<file path="src/verilog/emw_pkg.sv">
package emw_pkg;
  // Command block layout and function codes.
  localparam logic [3:0]  CMD_BLOCK_MODE_OFS = 4'h2;
  localparam logic [7:0]  FC_READ_MODE       = 8'h0C;  // Function code 14 in octal.
  localparam logic [7:0]  FC_WRITE_MODE      = 8'h0D;  // Function code 15 in octal.
  // Mode word field positions.
  localparam int          RX_CHAIN_DIS_BIT   = 13;
  localparam int          TX_PAD_BIT         = 12;
  localparam int          COLL_CHECK_BIT     = 11;
  localparam int          MAINT_DIS_BIT      = 9;
  localparam int          TX_FCS_DIS_BIT     = 3;
  localparam int          LOOPBACK_BIT       = 2;
  localparam int          SELF_RX_SUP_BIT    = 0;
  localparam logic [15:0] MUST_BE_ZERO_BITS  = 16'h05F2;
  localparam logic [15:0] MODE_IMPL_MASK     = 16'h3A0D;
  localparam logic [15:0] MODE_RESET         = 16'h0000;
  // Frame geometry.
  localparam logic [15:0] TX_MIN_LEN         = 16'h0040;
  localparam logic [2:0]  FCS_BYTES          = 3'h4;
  localparam logic [31:0] CRC_INIT           = 32'hFFFFFFFF;
  localparam logic [31:0] CRC_RESIDUE        = 32'hDEBB20E3;  // Register left by a good frame, low bit first.
  // Collision test window after each transmission made with collision checking on.
  localparam int          CLK_MHZ            = 20;
  localparam int          COLL_WINDOW_NS     = 2000;
  localparam int          COLL_WINDOW_CYC    = (COLL_WINDOW_NS * CLK_MHZ) / 1000;
  // Transmit FIFO shape.
  localparam int          FIFO_WIDTH         = 9;
  localparam int          FIFO_DEPTH         = 16;
  typedef enum logic [2:0] {
    EMW_TX_IDLE = 3'b000,
    EMW_TX_DATA = 3'b001,
    EMW_TX_PAD  = 3'b011,
    EMW_TX_FCS  = 3'b010,
    EMW_TX_CTST = 3'b110
  } emw_tx_e;
endpackage

</file>
<file path="src/verilog/emw_fifo.sv">
`timescale 1ns/100ps
module emw_fifo #(
  parameter int WIDTH = 9,
  parameter int DEPTH = 16
) (
  input  wire logic             ref_clk,
  input  wire logic             sys_rst,
  input  wire logic [WIDTH-1:0] in_data,
  input  wire logic             in_valid,
  output logic                  in_ready,
  output logic      [WIDTH-1:0] out_data,
  output logic                  out_valid,
  input  wire logic             out_ready
);
  localparam int AW = $clog2(DEPTH);
  logic [WIDTH-1:0] mem [DEPTH];
  logic [AW-1:0]    wr_ptr;
  logic [AW-1:0]    rd_ptr;
  logic [AW:0]      fill;
  logic             push;
  logic             pop;

  // Full and empty come straight from the fill count, so the writer stalls honestly.
  assign in_ready  = (fill != (AW+1)'(DEPTH));
  assign out_valid = (fill != '0);
  assign out_data  = mem[rd_ptr];
  assign push      = in_valid && in_ready;
  assign pop       = out_valid && out_ready;

  // Storage written by index.
  always_ff @(posedge ref_clk) begin
    if (push) begin
      mem[wr_ptr] <= in_data;
    end
  end

  // Pointers and fill count.
  always_ff @(posedge ref_clk or posedge sys_rst) begin
    if (sys_rst) begin
      wr_ptr <= '0;
      rd_ptr <= '0;
      fill   <= '0;
    end else begin
      if (push) begin
        wr_ptr <= wr_ptr + 1'b1;
      end
      if (pop) begin
        rd_ptr <= rd_ptr + 1'b1;
      end
      if (push && !pop) begin
        fill <= fill + 1'b1;
      end else if (pop && !push) begin
        fill <= fill - 1'b1;
      end
    end
  end
endmodule

</file>
<file path="src/verilog/emw_crc8.sv">
`timescale 1ns/100ps
module emw_crc8 (
  input  wire logic [31:0] crc_in,
  input  wire logic [7:0]  data,
  output logic      [31:0] crc_out
);
  // Reflected frame check polynomial, one byte per call, low bit first.
  always_comb begin
    crc_out = crc_in;
    for (int i = 0; i < 8; i++) begin
      if (crc_out[0] ^ data[i]) begin
        crc_out = (crc_out >> 1) ^ 32'hEDB88320;
      end else begin
        crc_out = crc_out >> 1;
      end
    end
  end
endmodule

</file>
<file path="src/verilog/emw_mode_ctrl.sv">
`timescale 1ns/100ps
module emw_mode_ctrl
  import emw_pkg::*;
(
  input  wire logic        ref_clk,
  input  wire logic        sys_rst,
  input  wire logic        cmd_valid,
  input  wire logic [15:0] cmd_function_code,
  input  wire logic [15:0] cmd_mode_word,
  output logic             cmd_done,
  output logic             cmd_function_error,
  output logic             cmd_mode_we,
  output logic      [15:0] cmd_mode_rd,
  input  wire logic [7:0]  tx_in_data,
  input  wire logic        tx_in_last,
  input  wire logic        tx_in_valid,
  output logic             tx_in_ready,
  output logic      [7:0]  tx_pin_data,
  output logic             tx_pin_en,
  input  wire logic [7:0]  rx_pin_data,
  input  wire logic        rx_pin_dv,
  input  wire logic        col_test_pin,
  input  wire logic [15:0] rx_buf_len,
  output logic      [7:0]  rx_out_data,
  output logic             rx_out_valid,
  output logic             rx_out_end,
  output logic             rx_crc_error,
  output logic             rx_truncated,
  output logic             own_address_match_flag,
  output logic             coll_test_done,
  output logic             coll_test_fail,
  input  wire logic        maint_msg_rx,
  input  wire logic        sysid_due,
  output logic             maint_reply_go,
  output logic             sysid_go
);
  import emw_pkg::*;

  logic [15:0] link_mode_word;
  logic        rx_chain_disable;
  logic        tx_short_pad_enable;
  logic        collision_check_enable;
  logic        maint_reply_disable;
  logic        tx_fcs_disable;
  logic        loopback;
  logic        self_rx_suppress;
  logic        fn_ok;
  logic        mbz_bad;

  assign rx_chain_disable       = link_mode_word[RX_CHAIN_DIS_BIT];
  assign tx_short_pad_enable    = link_mode_word[TX_PAD_BIT];
  assign collision_check_enable = link_mode_word[COLL_CHECK_BIT];
  assign maint_reply_disable    = link_mode_word[MAINT_DIS_BIT];
  assign tx_fcs_disable         = link_mode_word[TX_FCS_DIS_BIT];
  assign loopback               = link_mode_word[LOOPBACK_BIT];
  assign self_rx_suppress       = link_mode_word[SELF_RX_SUP_BIT];
  assign fn_ok   = (cmd_function_code[15:8] == 8'h00);
  assign mbz_bad = |(cmd_mode_word & MUST_BE_ZERO_BITS);

  // Mode word; a rejected write leaves the old word in place.
  always_ff @(posedge ref_clk or posedge sys_rst) begin
    if (sys_rst) begin
      link_mode_word <= MODE_RESET;
    end else if (cmd_valid && fn_ok && cmd_function_code[7:0] == FC_WRITE_MODE && !mbz_bad) begin
      link_mode_word <= cmd_mode_word & MODE_IMPL_MASK;
    end
  end

  // Command answer, one cycle after the request.
  always_ff @(posedge ref_clk or posedge sys_rst) begin
    if (sys_rst) begin
      cmd_done           <= 1'b0;
      cmd_function_error <= 1'b0;
      cmd_mode_we        <= 1'b0;
      cmd_mode_rd        <= 16'h0000;
    end else begin
      cmd_done           <= cmd_valid;
      cmd_function_error <= 1'b0;
      cmd_mode_we        <= 1'b0;
      if (cmd_valid) begin
        if (!fn_ok) begin
          cmd_function_error <= 1'b1;
        end else if (cmd_function_code[7:0] == FC_READ_MODE) begin
          cmd_mode_we <= 1'b1;
          cmd_mode_rd <= link_mode_word;
        end else if (cmd_function_code[7:0] == FC_WRITE_MODE) begin
          cmd_function_error <= mbz_bad;
        end else begin
          cmd_function_error <= 1'b1;
        end
      end
    end
  end

  always_ff @(posedge ref_clk or posedge sys_rst) begin
    if (sys_rst) begin
      maint_reply_go <= 1'b0;
      sysid_go       <= 1'b0;
    end else begin
      maint_reply_go <= maint_msg_rx && !maint_reply_disable;
      sysid_go       <= sysid_due && !maint_reply_disable;
    end
  end

  // Transmit side: the FIFO decouples the host stream from the wire.
  logic [8:0]  fifo_q;
  logic        fifo_valid;
  logic        fifo_pop;
  emw_tx_e     tx_state;
  logic [15:0] tx_count;
  logic [2:0]  fcs_idx;
  logic [31:0] tx_crc;
  logic [31:0] tx_crc_next;
  logic [7:0]  tx_byte;
  logic        tx_pad_f;
  logic        tx_nofcs_f;
  logic        tx_ct_f;
  logic        tx_loop_f;
  logic [7:0]  ct_count;
  logic        ct_seen;
  logic        tx_active;

  emw_fifo #(.WIDTH(FIFO_WIDTH), .DEPTH(FIFO_DEPTH)) u_tx_fifo (
    .ref_clk   (ref_clk),
    .sys_rst   (sys_rst),
    .in_data   ({tx_in_last, tx_in_data}),
    .in_valid  (tx_in_valid),
    .in_ready  (tx_in_ready),
    .out_data  (fifo_q),
    .out_valid (fifo_valid),
    .out_ready (fifo_pop)
  );

  assign fifo_pop  = (tx_state == EMW_TX_DATA);
  assign tx_active = (tx_state == EMW_TX_DATA) || (tx_state == EMW_TX_PAD) || (tx_state == EMW_TX_FCS);
  // Pad bytes are zero; frame check bytes go out low byte first, inverted.
  always_comb begin
    tx_byte = 8'h00;
    if (tx_state == EMW_TX_DATA) begin
      tx_byte = fifo_q[7:0];
    end else if (tx_state == EMW_TX_FCS) begin
      tx_byte = ~tx_crc[8*fcs_idx[1:0] +: 8];
    end
  end

  emw_crc8 u_tx_crc (
    .crc_in  (tx_crc),
    .data    (tx_byte),
    .crc_out (tx_crc_next)
  );

  // Transmit sequencer. An underrun simply waits in DATA for the next byte.
  always_ff @(posedge ref_clk or posedge sys_rst) begin
    if (sys_rst) begin
      tx_state   <= EMW_TX_IDLE;
      tx_count   <= 16'h0000;
      fcs_idx    <= 3'h0;
      tx_crc     <= CRC_INIT;
      tx_pad_f   <= 1'b0;
      tx_nofcs_f <= 1'b0;
      tx_ct_f    <= 1'b0;
      tx_loop_f  <= 1'b0;
      ct_count   <= 8'h00;
    end else begin
      case (tx_state)
        EMW_TX_IDLE: begin
          if (fifo_valid) begin
            tx_pad_f   <= tx_short_pad_enable;
            tx_nofcs_f <= tx_fcs_disable;
            tx_ct_f    <= collision_check_enable;
            tx_loop_f  <= loopback;
            tx_count   <= 16'h0000;
            tx_crc     <= CRC_INIT;
            tx_state   <= EMW_TX_DATA;
          end
        end
        EMW_TX_DATA: begin
          if (fifo_valid) begin
            tx_count <= tx_count + 16'h0001;
            tx_crc   <= tx_crc_next;
            fcs_idx  <= 3'h0;
            if (fifo_q[8]) begin
              if (tx_pad_f && (tx_count + 16'h0001) < TX_MIN_LEN) begin
                tx_state <= EMW_TX_PAD;
              end else if (tx_nofcs_f) begin
                tx_state <= EMW_TX_CTST;
              end else begin
                tx_state <= EMW_TX_FCS;
              end
            end
          end
        end
        EMW_TX_PAD: begin
          tx_count <= tx_count + 16'h0001;
          tx_crc   <= tx_crc_next;
          if ((tx_count + 16'h0001) >= TX_MIN_LEN) begin
            tx_state <= tx_nofcs_f ? EMW_TX_CTST : EMW_TX_FCS;
          end
        end
        EMW_TX_FCS: begin
          fcs_idx <= fcs_idx + 3'h1;
          if (fcs_idx == FCS_BYTES - 3'h1) begin
            tx_state <= EMW_TX_CTST;
          end
        end
        EMW_TX_CTST: begin
          ct_count <= ct_count + 8'h01;
          if (!tx_ct_f || ct_count == 8'(COLL_WINDOW_CYC - 1)) begin
            ct_count <= 8'h00;
            tx_state <= EMW_TX_IDLE;
          end
        end
        default: begin
          tx_state <= EMW_TX_IDLE;
        end
      endcase
    end
  end

  // Pin inputs pass two flip-flops before use.
  logic [9:0] pin_s1;
  logic [9:0] pin_s2;
  always_ff @(posedge ref_clk or posedge sys_rst) begin
    if (sys_rst) begin
      pin_s1 <= 10'h000;
      pin_s2 <= 10'h000;
    end else begin
      pin_s1 <= {col_test_pin, rx_pin_dv, rx_pin_data};
      pin_s2 <= pin_s1;
    end
  end

  always_ff @(posedge ref_clk or posedge sys_rst) begin
    if (sys_rst) begin
      ct_seen        <= 1'b0;
      coll_test_done <= 1'b0;
      coll_test_fail <= 1'b0;
    end else begin
      coll_test_done <= 1'b0;
      coll_test_fail <= 1'b0;
      if (tx_state != EMW_TX_CTST) begin
        ct_seen <= 1'b0;
      end else if (pin_s2[9] && !tx_loop_f) begin
        ct_seen <= 1'b1;
      end
      if (tx_state == EMW_TX_CTST && tx_ct_f && ct_count == 8'(COLL_WINDOW_CYC - 1)) begin
        coll_test_done <= 1'b1;
        coll_test_fail <= tx_loop_f || !(ct_seen || pin_s2[9]);
      end
    end
  end

  always_ff @(posedge ref_clk or posedge sys_rst) begin
    if (sys_rst) begin
      tx_pin_data <= 8'h00;
      tx_pin_en   <= 1'b0;
    end else begin
      tx_pin_data <= tx_byte;
      tx_pin_en   <= tx_active && !(tx_state == EMW_TX_DATA && !fifo_valid) && !tx_loop_f;
    end
  end

  // Receive source: transmitter output in loopback, else the synchronised wire.
  logic       lb_dv;
  logic [7:0] lb_data;
  logic       rx_dv;
  logic [7:0] rx_d;
  always_ff @(posedge ref_clk or posedge sys_rst) begin
    if (sys_rst) begin
      lb_dv   <= 1'b0;
      lb_data <= 8'h00;
    end else begin
      lb_dv   <= tx_active && !(tx_state == EMW_TX_DATA && !fifo_valid) && tx_loop_f;
      lb_data <= tx_byte;
    end
  end
  assign rx_dv = tx_loop_f ? lb_dv : pin_s2[8];
  assign rx_d  = tx_loop_f ? lb_data : pin_s2[7:0];

  logic        rx_in_frame;
  logic        rx_self;
  logic        rx_drop;
  logic        rx_trunc_en;
  logic [15:0] rx_limit;
  logic [15:0] rx_count;
  logic [31:0] rx_crc;
  logic [31:0] rx_crc_next;

  emw_crc8 u_rx_crc (
    .crc_in  (rx_in_frame ? rx_crc : CRC_INIT),
    .data    (rx_d),
    .crc_out (rx_crc_next)
  );

  // Receive framing, per-frame mode capture and delivery.
  always_ff @(posedge ref_clk or posedge sys_rst) begin
    if (sys_rst) begin
      rx_in_frame            <= 1'b0;
      rx_self                <= 1'b0;
      rx_drop                <= 1'b0;
      rx_trunc_en            <= 1'b0;
      rx_limit               <= 16'h0000;
      rx_count               <= 16'h0000;
      rx_crc                 <= CRC_INIT;
      rx_out_data            <= 8'h00;
      rx_out_valid           <= 1'b0;
      rx_out_end             <= 1'b0;
      rx_crc_error           <= 1'b0;
      rx_truncated           <= 1'b0;
      own_address_match_flag <= 1'b0;
    end else begin
      rx_out_valid           <= 1'b0;
      rx_out_end             <= 1'b0;
      own_address_match_flag <= 1'b0;
      if (rx_dv) begin
        rx_crc <= rx_crc_next;
        if (!rx_in_frame) begin
          rx_in_frame  <= 1'b1;
          rx_self      <= tx_active && !tx_loop_f;
          rx_drop      <= tx_active && !tx_loop_f && self_rx_suppress;
          rx_trunc_en  <= rx_chain_disable;
          rx_limit     <= rx_buf_len;
          rx_count     <= 16'h0001;
          rx_truncated <= 1'b0;
        end else begin
          rx_count <= rx_count + 16'h0001;
        end
        if (rx_in_frame && rx_trunc_en && rx_count >= rx_limit) begin
          rx_truncated <= 1'b1;
        end else if (!(rx_in_frame ? rx_drop : (tx_active && !tx_loop_f && self_rx_suppress))) begin
          rx_out_valid <= 1'b1;
          rx_out_data  <= rx_d;
        end
      end else if (rx_in_frame) begin
        rx_in_frame <= 1'b0;
        if (rx_drop) begin
          own_address_match_flag <= 1'b1;
        end else begin
          rx_out_end   <= 1'b1;
          rx_crc_error <= rx_self || (rx_crc != CRC_RESIDUE);
        end
      end
    end
  end
endmodule

</file>
<file path="config.mk">
export PLATFORM = sky130hd
export DESIGN_NAME = emw_mode_ctrl
export DESIGN_NICKNAME = d
export VERILOG_FILES = /design/src/verilog/emw_pkg.sv /design/src/verilog/emw_fifo.sv /design/src/verilog/emw_crc8.sv /design/src/verilog/emw_mode_ctrl.sv
export SDC_FILE = /design/constraint.sdc
export NUM_CORES = 1
export LEC_CHECK = 0
export ABC_AREA = 1
export BUFFER_PORTS_ARGS = -buffer_cell sky130_fd_sc_hd__buf_4
export CAP_MARGIN = 5
export CORE_ASPECT_RATIO = 1.4
export CORE_MARGIN = 2
export CORE_UTILIZATION = 38
export DETAILED_ROUTE_END_ITERATION = 12
export SYNTH_ARGS = -nofsm -noshare
export SYNTH_HDL_FRONTEND = slang
export SYNTH_SLANG_ARGS = --single-unit
</file>
<file path="constraint.sdc">
create_clock -name ref_clk -period 12.3 [get_ports ref_clk]
set_input_delay 2.46 -clock ref_clk [delete_from_list [all_inputs] [get_ports ref_clk]]
set_output_delay 2.46 -clock ref_clk [all_outputs]
set_load 0.005 [all_outputs]
</file>
==> key figures, run 1 <==
Outcome
  • Status: complete, no violations

Critical path
  • Reg2reg end: tx_crc[18]
  • FF-to-FF setup slack: about 8.5 ns
  • Buf+Inv Stages, Crit Path: 1
  • Crit path DAT: around 1.7 ns
  • Cell class contributing the biggest share of worst-path delay: simple AND/OR/NAND/NOR gates
  • Reg-to-Reg Start: u_tx_fifo.rd_ptr[2]
  • Critical Path End Type: output port
  • Worst Setup SP: u_tx_fifo.fill[0]
  • CP peak stage delay: ~0.44 ns
  • Critical Path RT: roughly 9.8 ns
  • Nature of the critical path startpoint: flip-flop
  • Worst setup path end: tx_in_ready
  • Worst r2r path cells: 17
  • CP Max Fanout: 4
  • Crit Path Class: reg -> out
  • WP depth: 3
  • Critical-path cell list: nor4_1 -> nand2_1 -> buf_4
  • CP max stage cell: dfrtp_1

Hold path
  • Hold path startpoint: pin_s1[2]
  • Hold WC Path Type: reg -> reg

Job
  • MaxCap Viol Count: 0

Clock network
  • Clk slew on worst S/H paths: 0.06 ns
  • Clock Sinks: 356
  • Setup bufs post-CTS: 0
  • CTS buffer count: 38
  • Cts repair resizes: 0
  • H-Tree Depth: 2
  • CTS Hold Bufs: 0
  • TritonCTS clock tree: yes
  • Clk Latency, worst-skew pair: ~0.56 ns
  • CTS Buffer Depth: 3
  • Root buffer cell: clkbuf_16

Synth
  • Mux cell area share after synthesis: 0.555%
  • Asr flop ratio synth: 59.6%
  • Post-Synthesis Cells: 1952
  • Syn Std Cell Area: 17800 um2
  • Post-synth EDFFs: 144
  • Yosys cell types: 60
  • Flops & latches, synth: 356
  • Register area share after synthesis: 54.5%
  • Top cell type by total area after synthesis: edfxtp_1
  • Largest family of logic cells by synthesized area: simple AND/OR/NAND/NOR gates
  • Avg Cell Area, Syn: slightly above 9 um2
  • Adder-Cell Fraction of Synth Area: 2.22%
  • Post-synthesis xor/xnor area fraction: roughly 6.3%
  • Synth Area in Compound Gates: 7.45%
  • Synth top area cells: edfxtp_1, dfrtp_1, nand2_1
  • Yosys top cell area share: around a quarter
  • Synth Warn #: 0
  • Post-synthesis simple-gate area fraction: 22.3%
  • Synth Flop Type: dfrtp_1

Power
  • Clock network power share: between 20% and 30%
  • Internal: 2920 uW
  • Pwr Density: 247 nW/um2
  • Comb pwr share: 44.3%
  • Lkg Pwr: 0.00913 uW
  • VDD IR max: 0.115 mV
  • Switching power: 2110 uW
  • Sequential Power Share: 33.3%
  • Switching Share: 41.9%

STA
  • FMAX: 238 MHz
  • Worst relative slew slack: 37.5%
  • Final hold slack: 0.355 ns
  • Final worst slack: around 8 ns
  • Least-Margin Pin Slew: 0.934 ns
  • Final Max Slew Viols: 0
  • Setup TNS Final: 0 ns
  • Final hold vios: 0
  • Final Cycle Share: 34.1%
  • Fin Clk Skew: 0.0247 ns
  • Unrepaired setup endpoints after global routing: false
  • Minimum clock period: between 4 and 5 ns
  • Final setup viols: 0

Detailed routing
  • DRT Wirelength: 42.8 mm
  • DR vias/cell: 4.92
  • DRC viols: 0
  • Via Count: between 10000 and 15000
  • WL met1: 17.5 mm
  • Metal3 WL: ~1.8 mm
  • Post-route ant nets: 0
  • Uppermost layer routed: met4
  • Iter 0 DRT Violations: 779
  • Wirelength per Cell: between 15 and 20 um
  • DR pass1 iterations: 5
  • DR WL met2: between 20 and 25 mm

GRT
  • Grt total ovfl: 0
  • Total Routing Usage GR: between 10% and 20%
  • Initial antenna violation count: 0
  • Pin count of the biggest net entering global routing: 86
  • Vias in the first global route: 13097
  • First-pass GRT wire length: 68.9 mm

Die
  • Num rows: 93
  • Core ar.: 46200 um2
  • Initial core utilization: roughly two fifths
  • Die W: between 150 and 200 um
  • Die Ht: 260 um
  • Ports: 119
  • Die area: a little under 50000 um2

Cells and area
  • Share of cells above drive strength 1: 16.5%
  • Inserted Diodes: 0
  • Filler cell count: approximately 4500
  • Layout Area Growth over Synthesis: 14.2%
  • Most frequent cells in the layout: nand2_1, inv_1, nor2_1, dfrtp_1, edfxtp_1
  • Final-stage net count: 2153
  • Register area: 9710 um2
  • Most common cell after layout, fill and taps aside: nand2_1
  • Multi-input gate area: 6960 um2

Place
  • Pre-CTS setup slack: approximately 7.7 ns
  • Final Wtd Congestion: between 0.8 and 0.9
  • PortBufs: 107
  • Post-DP HPWL: 29.2 mm
how the worst min path moves through the flow:
stage	slack, ns	end	depth (start not counted)
2_1_floorplan	0.33	pin_s2[0]	0
3_3_place_gp	0.34	pin_s2[4]	0
3_5_place_dp	0.34	pin_s2[8]	0
4_1_cts	0.36	pin_s2[2]	0
5_1_grt	0.37	pin_s2[0]	0
6_report	0.35	pin_s2[2]	0
synthesized netlist by cell type (30+ instances only):
master and instances:
nand2_1 524, inv_1 189, nor2_1 167, dfrtp_1 148, edfxtp_1 144, nand3_1 128, o21ai_0 110, xor2_1 73
dfstp_2 64, a21oi_1 38, nand2_2 35, ha_1 30
registers in the layout, summed over array words and instances (netlist names), 7 cells and up:
signal	cells
cmd_mode_rd	7
link_mode_word	7
pin_s2	10
tx_count	16
rx_count	16
lb_data	8
rx_limit	16
rx_crc	32
u_tx_fifo.mem	144
ct_count	8
rx_out_data	8
pin_s1	10
tx_crc	32
per-layer routing:
layer  vias to the layer above  track usage [%]
met4                         0             7.94
li1                       6520                -
met3                        93             2.51
met1                      6336             20.7
met2                       308             32.5
met5                         -                0
logic make-up after synthesis:
family / after synthesis
DFF: 356
and+or+nand+nor: 927
xor gates and xnor gates: 111
other: 1
muxes: 9
AOI/OAI and AO/OA: 240
adders and majority gates: 31
buffers and inverters: 277
cell type report:
type                            count  share of cell area [%]
Multi-Input combinational cell   1327                    34.2
Inverter                          204                    3.80
Tap cell                          617                    3.79
Timing Repair Buffer              122                    4.50
Clock buffer                       57                    5.54
Clock inverter                     12                   0.449
Sequential cell                   356                    47.7
metrics by stage:
stage,power [uW],area [um2],cells,util (%)
2_1_floorplan,3360,17800,1960,-
3_3_place_gp,3870,19100,2626,41.4
3_5_place_dp,3920,19100,2626,41.4
4_1_cts,5070,20400,2695,44.1
5_1_grt,5400,20400,2695,44.1
6_report,5030,20400,2695,44.1
power groups by stage:
| stage | clock network (uW) | registers [uW] | logic, uW |
|---|---|---|---|
| after floorplan | 0 | 1640 | 1730 |
| after global placement | 0 | 1690 | 2180 |
| after detailed placement | 0 | 1690 | 2230 |
| after CTS | 1160 | 1670 | 2240 |
| after global routing | 1210 | 1700 | 2500 |
| final | 1130 | 1670 | 2230 |
Note: power is estimated with default switching activity, not from simulation.
==> run 2, diff against run 1 <==
- clock period: 12.3 -> 3.7 ns (I/O delays scaled with it)
==> key figures, run 2 (synthesis results as in run 1) <==
Outcome
  • Status: complete, no violations

Place
  • Pre-CTS setup slack: 0.741 ns (-6.92 ns)
  • Inst Count DP: 2646 (+0.76%)
  • Post-DP HPWL: 29.5 mm (+0.89%)
  • PortBufs: 107 (unchanged)
  • Final Wtd Congestion: 0.883 (-1.1%)

Cells and area
  • Biggest regs: u_tx_fifo.mem x144, rx_crc x32, tx_crc x32
  • Finished Layout Cells: 2716 (+0.78%)
  • Top reg by flops: u_tx_fifo.mem
  • Inserted Diodes: 0 (unchanged)
  • Layout Area Growth over Synthesis: 15.7%
  • Final-stage net count: 2173 (+0.93%)
  • Most common cell after layout, fill and taps aside: nand2_1
  • Register area: 9710 um2 (unchanged)
  • Filler cell count: 4425 (-2.2%)
  • Max FFs per register: 144 (unchanged)
  • Multi-input gate area: 6960 um2 (unchanged)
  • Share of cells above drive strength 1: 17.4% (+0.98 points)
  • Most frequent cells in the layout: nand2_1, inv_1, nor2_1, dfrtp_1, edfxtp_1

Detailed routing
  • DRC viols: 0 (unchanged)
  • Post-route ant nets: 0 (unchanged)
  • DR vias/cell: 4.90 (-0.35%)
  • Wirelength per Cell: 15.6 um (-1.6%)
  • Iter 0 DRT Violations: 647 (-17%)
  • DR pass1 iterations: 6 (+1)
  • Via Count: 13314 (+0.43%)
  • DRT Wirelength: 42.4 mm (-0.79%)

Power
  • Sequential Power Share: 32.7% (-0.6 points)
  • Lkg Pwr: 0.00928 uW (+1.7%)
  • Switching power: 6990 uW (+230%)
  • Clock network power share: 23.2% (+0.8 points)
  • Switching Share: 41.2% (-0.65 points)
  • Pwr Density: 823 nW/um2 (+230%)
  • Total power: 17000 uW (+240%)
  • Comb pwr share: 44.1% (-0.2 points)
  • Internal: 9970 uW (+240%)
  • VDD IR max: 0.442 mV (+280%)

Critical path
  • Most used cell, CP: nand3_1
  • Crit Path Class: reg -> reg
  • Reg-to-Reg Start: u_tx_fifo.rd_ptr[0]
  • Worst Setup SP: u_tx_fifo.rd_ptr[0]
  • FF-to-FF setup slack: 0.72 ns (-7.78 ns)
  • Critical Path RT: 4.15 ns (-5.69 ns)
  • CP Max Fanout: 75 (+71)
  • Worst r2r path cells: 16 (-1)
  • Critical-path cell list: buf_4 -> nor2_1 -> nor2_1 -> o21ai_0 -> nand3_1 -> nand2_1 -> nand2_1 -> nand3_1 -> nand3_1 -> nand2_2 -> nand2_1 -> nand2_2 -> nor2_1 -> nand3_1 -> nand3_1 -> o21ai_1
  • Nature of the critical path startpoint: flip-flop
  • CP max stage cell: buf_4
  • Crit path DAT: 3.43 ns (+1.69 ns)
  • CP peak stage delay: 0.63 ns (+0.19 ns)
  • Worst setup path end: tx_crc[15]
  • Reg2reg end: tx_crc[15]
  • Critical Path End Type: flip-flop

Clock network
  • CTS Buffer Depth: 3 (unchanged)
  • Clk Latency, worst-skew pair: 0.55 ns (about the same)
  • H-Tree Depth: 2 (unchanged)
  • Setup bufs post-CTS: 0 (unchanged)
  • CTS Hold Bufs: 0 (unchanged)
  • Root buffer cell: clkbuf_16
  • TritonCTS clock tree: yes
  • Cts repair resizes: 0 (unchanged)
  • CTS buffer count: 38 (unchanged)
  • Clk slew on worst S/H paths: 0.06 ns (about the same)
  • Clock Sinks: 356 (unchanged)

STA
  • Final Max Slew Viols: 0 (unchanged)
  • Setup TNS Final: 0 ns (unchanged)
  • Least-Margin Pin Slew: 0.950 ns (+0.0153 ns)
  • Worst relative slew slack: 36.5% (-1.0 points)
  • FMAX: 336 MHz
  • Minimum clock period: 2.98 ns
  • Final worst slack: 0.720 ns (-7.38 ns)
  • Fin Clk Skew: 0.0212 ns (-0.00345 ns)
  • Unrepaired setup endpoints after global routing: false
  • Final hold vios: 0 (unchanged)
  • Final setup viols: 0 (unchanged)
  • Final Cycle Share: 80.5%

Job
  • MaxCap Viol Count: 0 (unchanged)

Die
  • Core ar.: 46200 um2 (unchanged)
  • Die Ht: 260 um (unchanged)
  • Initial core utilization: 38.6% (unchanged)
  • Die area: 48700 um2 (unchanged)
  • Num rows: 93 (unchanged)
  • Ports: 119 (unchanged)
  • Die W: 187 um (unchanged)

GRT
  • Pin count of the biggest net entering global routing: 94 (+9.3%)
  • Vias in the first global route: 13493 (+3.0%)
  • Total Routing Usage GR: 17.7% (-0.071 points)
  • Grt total ovfl: 0 (unchanged)
  • First-pass GRT wire length: 69.5 mm (+0.93%)
  • Initial antenna violation count: 0 (unchanged)

Hold path
  • Hold WC Path Type: in -> async
run 2: cell types whose count changed in the layout (fill, tap and decap cells not counted), sizes merged:
cell / previous run / this run
bufinv: 1 / 3
buf: 122 / 142
clkinv: 12 / 11
run 2: how the worst min path moves through the flow:
| stage | start | end | depth (start not counted) |
|---|---|---|---|
| final | sys_rst | maint_reply_go | 2 |
| after global routing | sys_rst | maint_reply_go | 2 |
| after CTS | sys_rst | maint_reply_go | 2 |
| after detailed placement | pin_s1[6] | pin_s2[6] | 0 |
| after global placement | pin_s1[2] | pin_s2[2] | 0 |
| after floorplan | pin_s1[0] | pin_s2[0] | 0 |
run 2: per-layer routing:
metal / global-route usage (%) / share of wire [%] / routed length [um]
met2: 33.6 / 53 / 22400
met5: 0 / 0 / 0
met3: 2.54 / 4.0 / 1700
met4: 6.72 / 3.1 / 1330
met1: 20.1 / 40 / 17000
run 2: cell type report:
| cell class | instances | area share [%] |
|---|---|---|
| well taps | 617 | 3.74 |
| multi-input cells | 1327 | 33.8 |
| flip-flops and latches | 356 | 47.1 |
| clock inverters | 13 | 0.819 |
| clock buffers | 57 | 5.50 |
| inverters | 204 | 3.73 |
| repair buffers | 142 | 5.35 |
run 2: per-stage QoR:
step / util (%) / hold slack, ns / instance area [um2]
floorplan: - / 0.331 / 17800
global placement: 41.8 / 0.337 / 19300
detailed placement: 41.8 / 0.338 / 19300
CTS: 44.6 / 0.175 / 20600
global route: 44.6 / 0.201 / 20600
finish: 44.6 / 0.199 / 20600
run 2: worst max-delay path, delay by kind of cell, from the launching register on:
kind,cells,cell delay [ns]
AO/OA/AOI/OAI,2,0.19
buffers and inverters,1,0.63
flip-flops,1,0.37
AND/OR/NAND/NOR,13,1.64
run 2: power by group through the flow:
stage / Sequential, uW / Combinational [uW] / Clock [uW]
2_1_floorplan: 5440 / 5740 / 0
4_1_cts: 5550 / 7530 / 4040
3_3_place_gp: 5600 / 7360 / 0
3_5_place_dp: 5620 / 7480 / 0
6_report: 5550 / 7480 / 3930
5_1_grt: 5640 / 8430 / 4180
==> run 3, diff against run 2 <==
- clock period: 3.7 -> 2.8 ns (I/O delays scaled with it)
==> key figures, run 3 (synthesis results as in run 1) <==
STA
  • Least-Margin Pin Slew: 1.01 ns (+0.0594 ns)
  • Worst relative slew slack: 32.5% (-4.0 points)
  • Minimum clock period: 2.61 ns (-0.371 ns)
  • Final Max Slew Viols: 0 (unchanged)
  • Unrepaired setup endpoints after global routing: false
  • Final Cycle Share: 93.2% (+13 points)
  • Final hold vios: 0 (unchanged)
  • Setup TNS Final: 0 ns (unchanged)
  • Fin Clk Skew: 0.0228 ns (+0.00155 ns)
  • FMAX: 383 MHz (+14%)
  • Final setup viols: 0 (unchanged)

Detailed routing
  • Post-route ant nets: 0 (unchanged)
  • DRC viols: 0 (unchanged)
  • DR pass1 iterations: 5 (-1)
  • DR vias/cell: 4.88 (-0.39%)
  • Wirelength per Cell: 15.6 um (-0.45%)
  • DRT Wirelength: 42.5 mm (+0.21%)
  • Via Count: 13350 (+0.27%)
  • Iter 0 DRT Violations: 758 (+17%)

Critical path
  • CP Max Fanout: 27 (-64%)
  • Critical Path End Type: flip-flop
  • Crit path DAT: 3.10 ns (-0.33 ns)
  • Most used cell, CP: nand2_1
  • Nature of the critical path startpoint: flip-flop
  • CP max stage cell: dfrtp_2
  • Critical-path cell list: inv_6 -> clkbuf_16 -> o21ai_0 -> nand3_1 -> nand2_1 -> nand2_1 -> nand3_1 -> nand2_2 -> nand2_1 -> nand2_2 -> nand2_1 -> nand2_2 -> nor2_1 -> nand3_1 -> nand3_1 -> nand2_1
  • Crit Path Class: reg -> reg
  • Critical Path RT: 3.29 ns (-0.86 ns)
  • CP peak stage delay: 0.49 ns (-0.14 ns)

Cells and area
  • Most common cell after layout, fill and taps aside: nand2_1
  • Max FFs per register: 144 (unchanged)
  • Inserted Diodes: 0 (unchanged)
  • Final-stage net count: 2192 (+0.87%)
  • Layout Area Growth over Synthesis: 17.1%
  • Final core occ: 45.2% (+0.53 points)
  • Biggest regs: u_tx_fifo.mem x144, rx_crc x32, tx_crc x32
  • Filler cell count: 4461 (+0.81%)
  • Share of cells above drive strength 1: 17.9% (+0.42 points)
  • Top reg by flops: u_tx_fifo.mem
  • Most frequent cells in the layout: nand2_1, inv_1, nor2_1, buf_4, dfrtp_1

Power
  • Lkg Pwr: 0.00939 uW (+1.2%)
  • VDD IR max: 0.707 mV (+60%)
  • Pwr Density: 1090 nW/um2 (+33%)

Die
  • Initial core utilization: 38.6% (unchanged)
  • Core ar.: 46200 um2 (unchanged)
  • Die area: 48700 um2 (unchanged)
  • Num rows: 93 (unchanged)
  • Die Ht: 260 um (unchanged)
  • Die W: 187 um (unchanged)
  • Ports: 119 (unchanged)

Outcome
  • Status: complete, no violations

Clock network
  • Setup bufs post-CTS: 0 (unchanged)
  • H-Tree Depth: 2 (unchanged)
  • Clk Latency, worst-skew pair: 0.56 ns (about the same)
  • Clk slew on worst S/H paths: 0.06 ns (about the same)
  • Clock Sinks: 356 (unchanged)
  • TritonCTS clock tree: yes
  • Root buffer cell: clkbuf_16
  • CTS buffer count: 38 (unchanged)
  • CTS Buffer Depth: 3 (unchanged)

GRT
  • Grt total ovfl: 0 (unchanged)
  • Initial antenna violation count: 0 (unchanged)
  • First-pass GRT wire length: 68.7 mm (-1.2%)
  • Vias in the first global route: 13245 (-1.8%)
  • Total Routing Usage GR: 17.6% (-0.13 points)
  • Pin count of the biggest net entering global routing: 114 (+21%)

Hold path
  • Hold WC Path Type: in -> reg

Place
  • Final Wtd Congestion: 0.846 (-4.2%)
  • Post-DP HPWL: 29.7 mm (+0.61%)
  • PortBufs: 107 (unchanged)

Job
  • MaxCap Viol Count: 0 (unchanged)
[run 3: final timing paths]
path                                        to                 from  slack [ns]  cells past startpoint
worst max-delay path                tx_crc[24]  u_tx_fifo.rd_ptr[0]        0.19                     16
worst min-delay path                 pin_s1[8]            rx_pin_dv        0.11                      1
worst max register to register      tx_crc[24]  u_tx_fifo.rd_ptr[0]        0.19                     16
min in group asynchronous       coll_test_done              sys_rst        0.49                      3
worst min register to register       pin_s2[4]            pin_s1[4]        0.35                      0
max in group asynchronous            pin_s1[3]              sys_rst        1.44                      4
[run 3: layout make-up]
| type | count | area [um2] | share of cell area (%) |
|---|---|---|---|
| flip-flops and latches | 356 | 9710 | 46.5 |
| multi-input cells | 1327 | 6990 | 33.5 |
| repair buffers | 161 | 1330 | 6.39 |
| clock buffers | 58 | 1130 | 5.41 |
| inverters | 204 | 774 | 3.71 |
| well taps | 617 | 772 | 3.70 |
| clock inverters | 11 | 153 | 0.732 |
[run 3: power by group]
group / total, uW / switching, uW / internal, uW
registers: 7310 / 611 / 6700
logic: 10400 / 6710 / 3670
clock network: 5130 / 2050 / 3070
[run 3: worst max-delay path, delay by kind of cell (launching register included)]
kind / cells / cell delay, ns
buffers and inverters: 2 / 0.29
and+or+nand+nor: 13 / 1.56
DFF: 1 / 0.49
AOI/OAI and AO/OA: 1 / 0.20
[run 3: metrics by stage]
step / cell area [um2] / hold slack, ns / total power, uW / worst slack, ns / cells
3_3_place_gp: 19500 / 0.341 / 17300 / 0.189 / 2662
6_report: 20900 / 0.108 / 22800 / 0.191 / 2734
3_5_place_dp: 19500 / 0.335 / 17500 / 0.157 / 2662
2_1_floorplan: 17800 / 0.331 / 14800 / -0.464 / 1960
4_1_cts: 20800 / 0.0763 / 22800 / 0.134 / 2732
5_1_grt: 20900 / 0.0834 / 24500 / 0.00627 / 2734
[run 3: what timing repair did]
action	CTS	global route
endpoints found under the hold margin	5	0
endpoints found under the setup margin	0	16
hold buffers	1	0
gates resized for setup	0	13
[run 3: routing by layer]
layer	vias up	part of all wire, %	track usage (%)	wire (um)
met4	0	2.7	6.35	1170
met1	6390	41	20.3	17400
li1	6600	-	-	-
met5	-	0	0	0
met2	279	53	32.7	22400
met3	81	3.8	3.00	1610
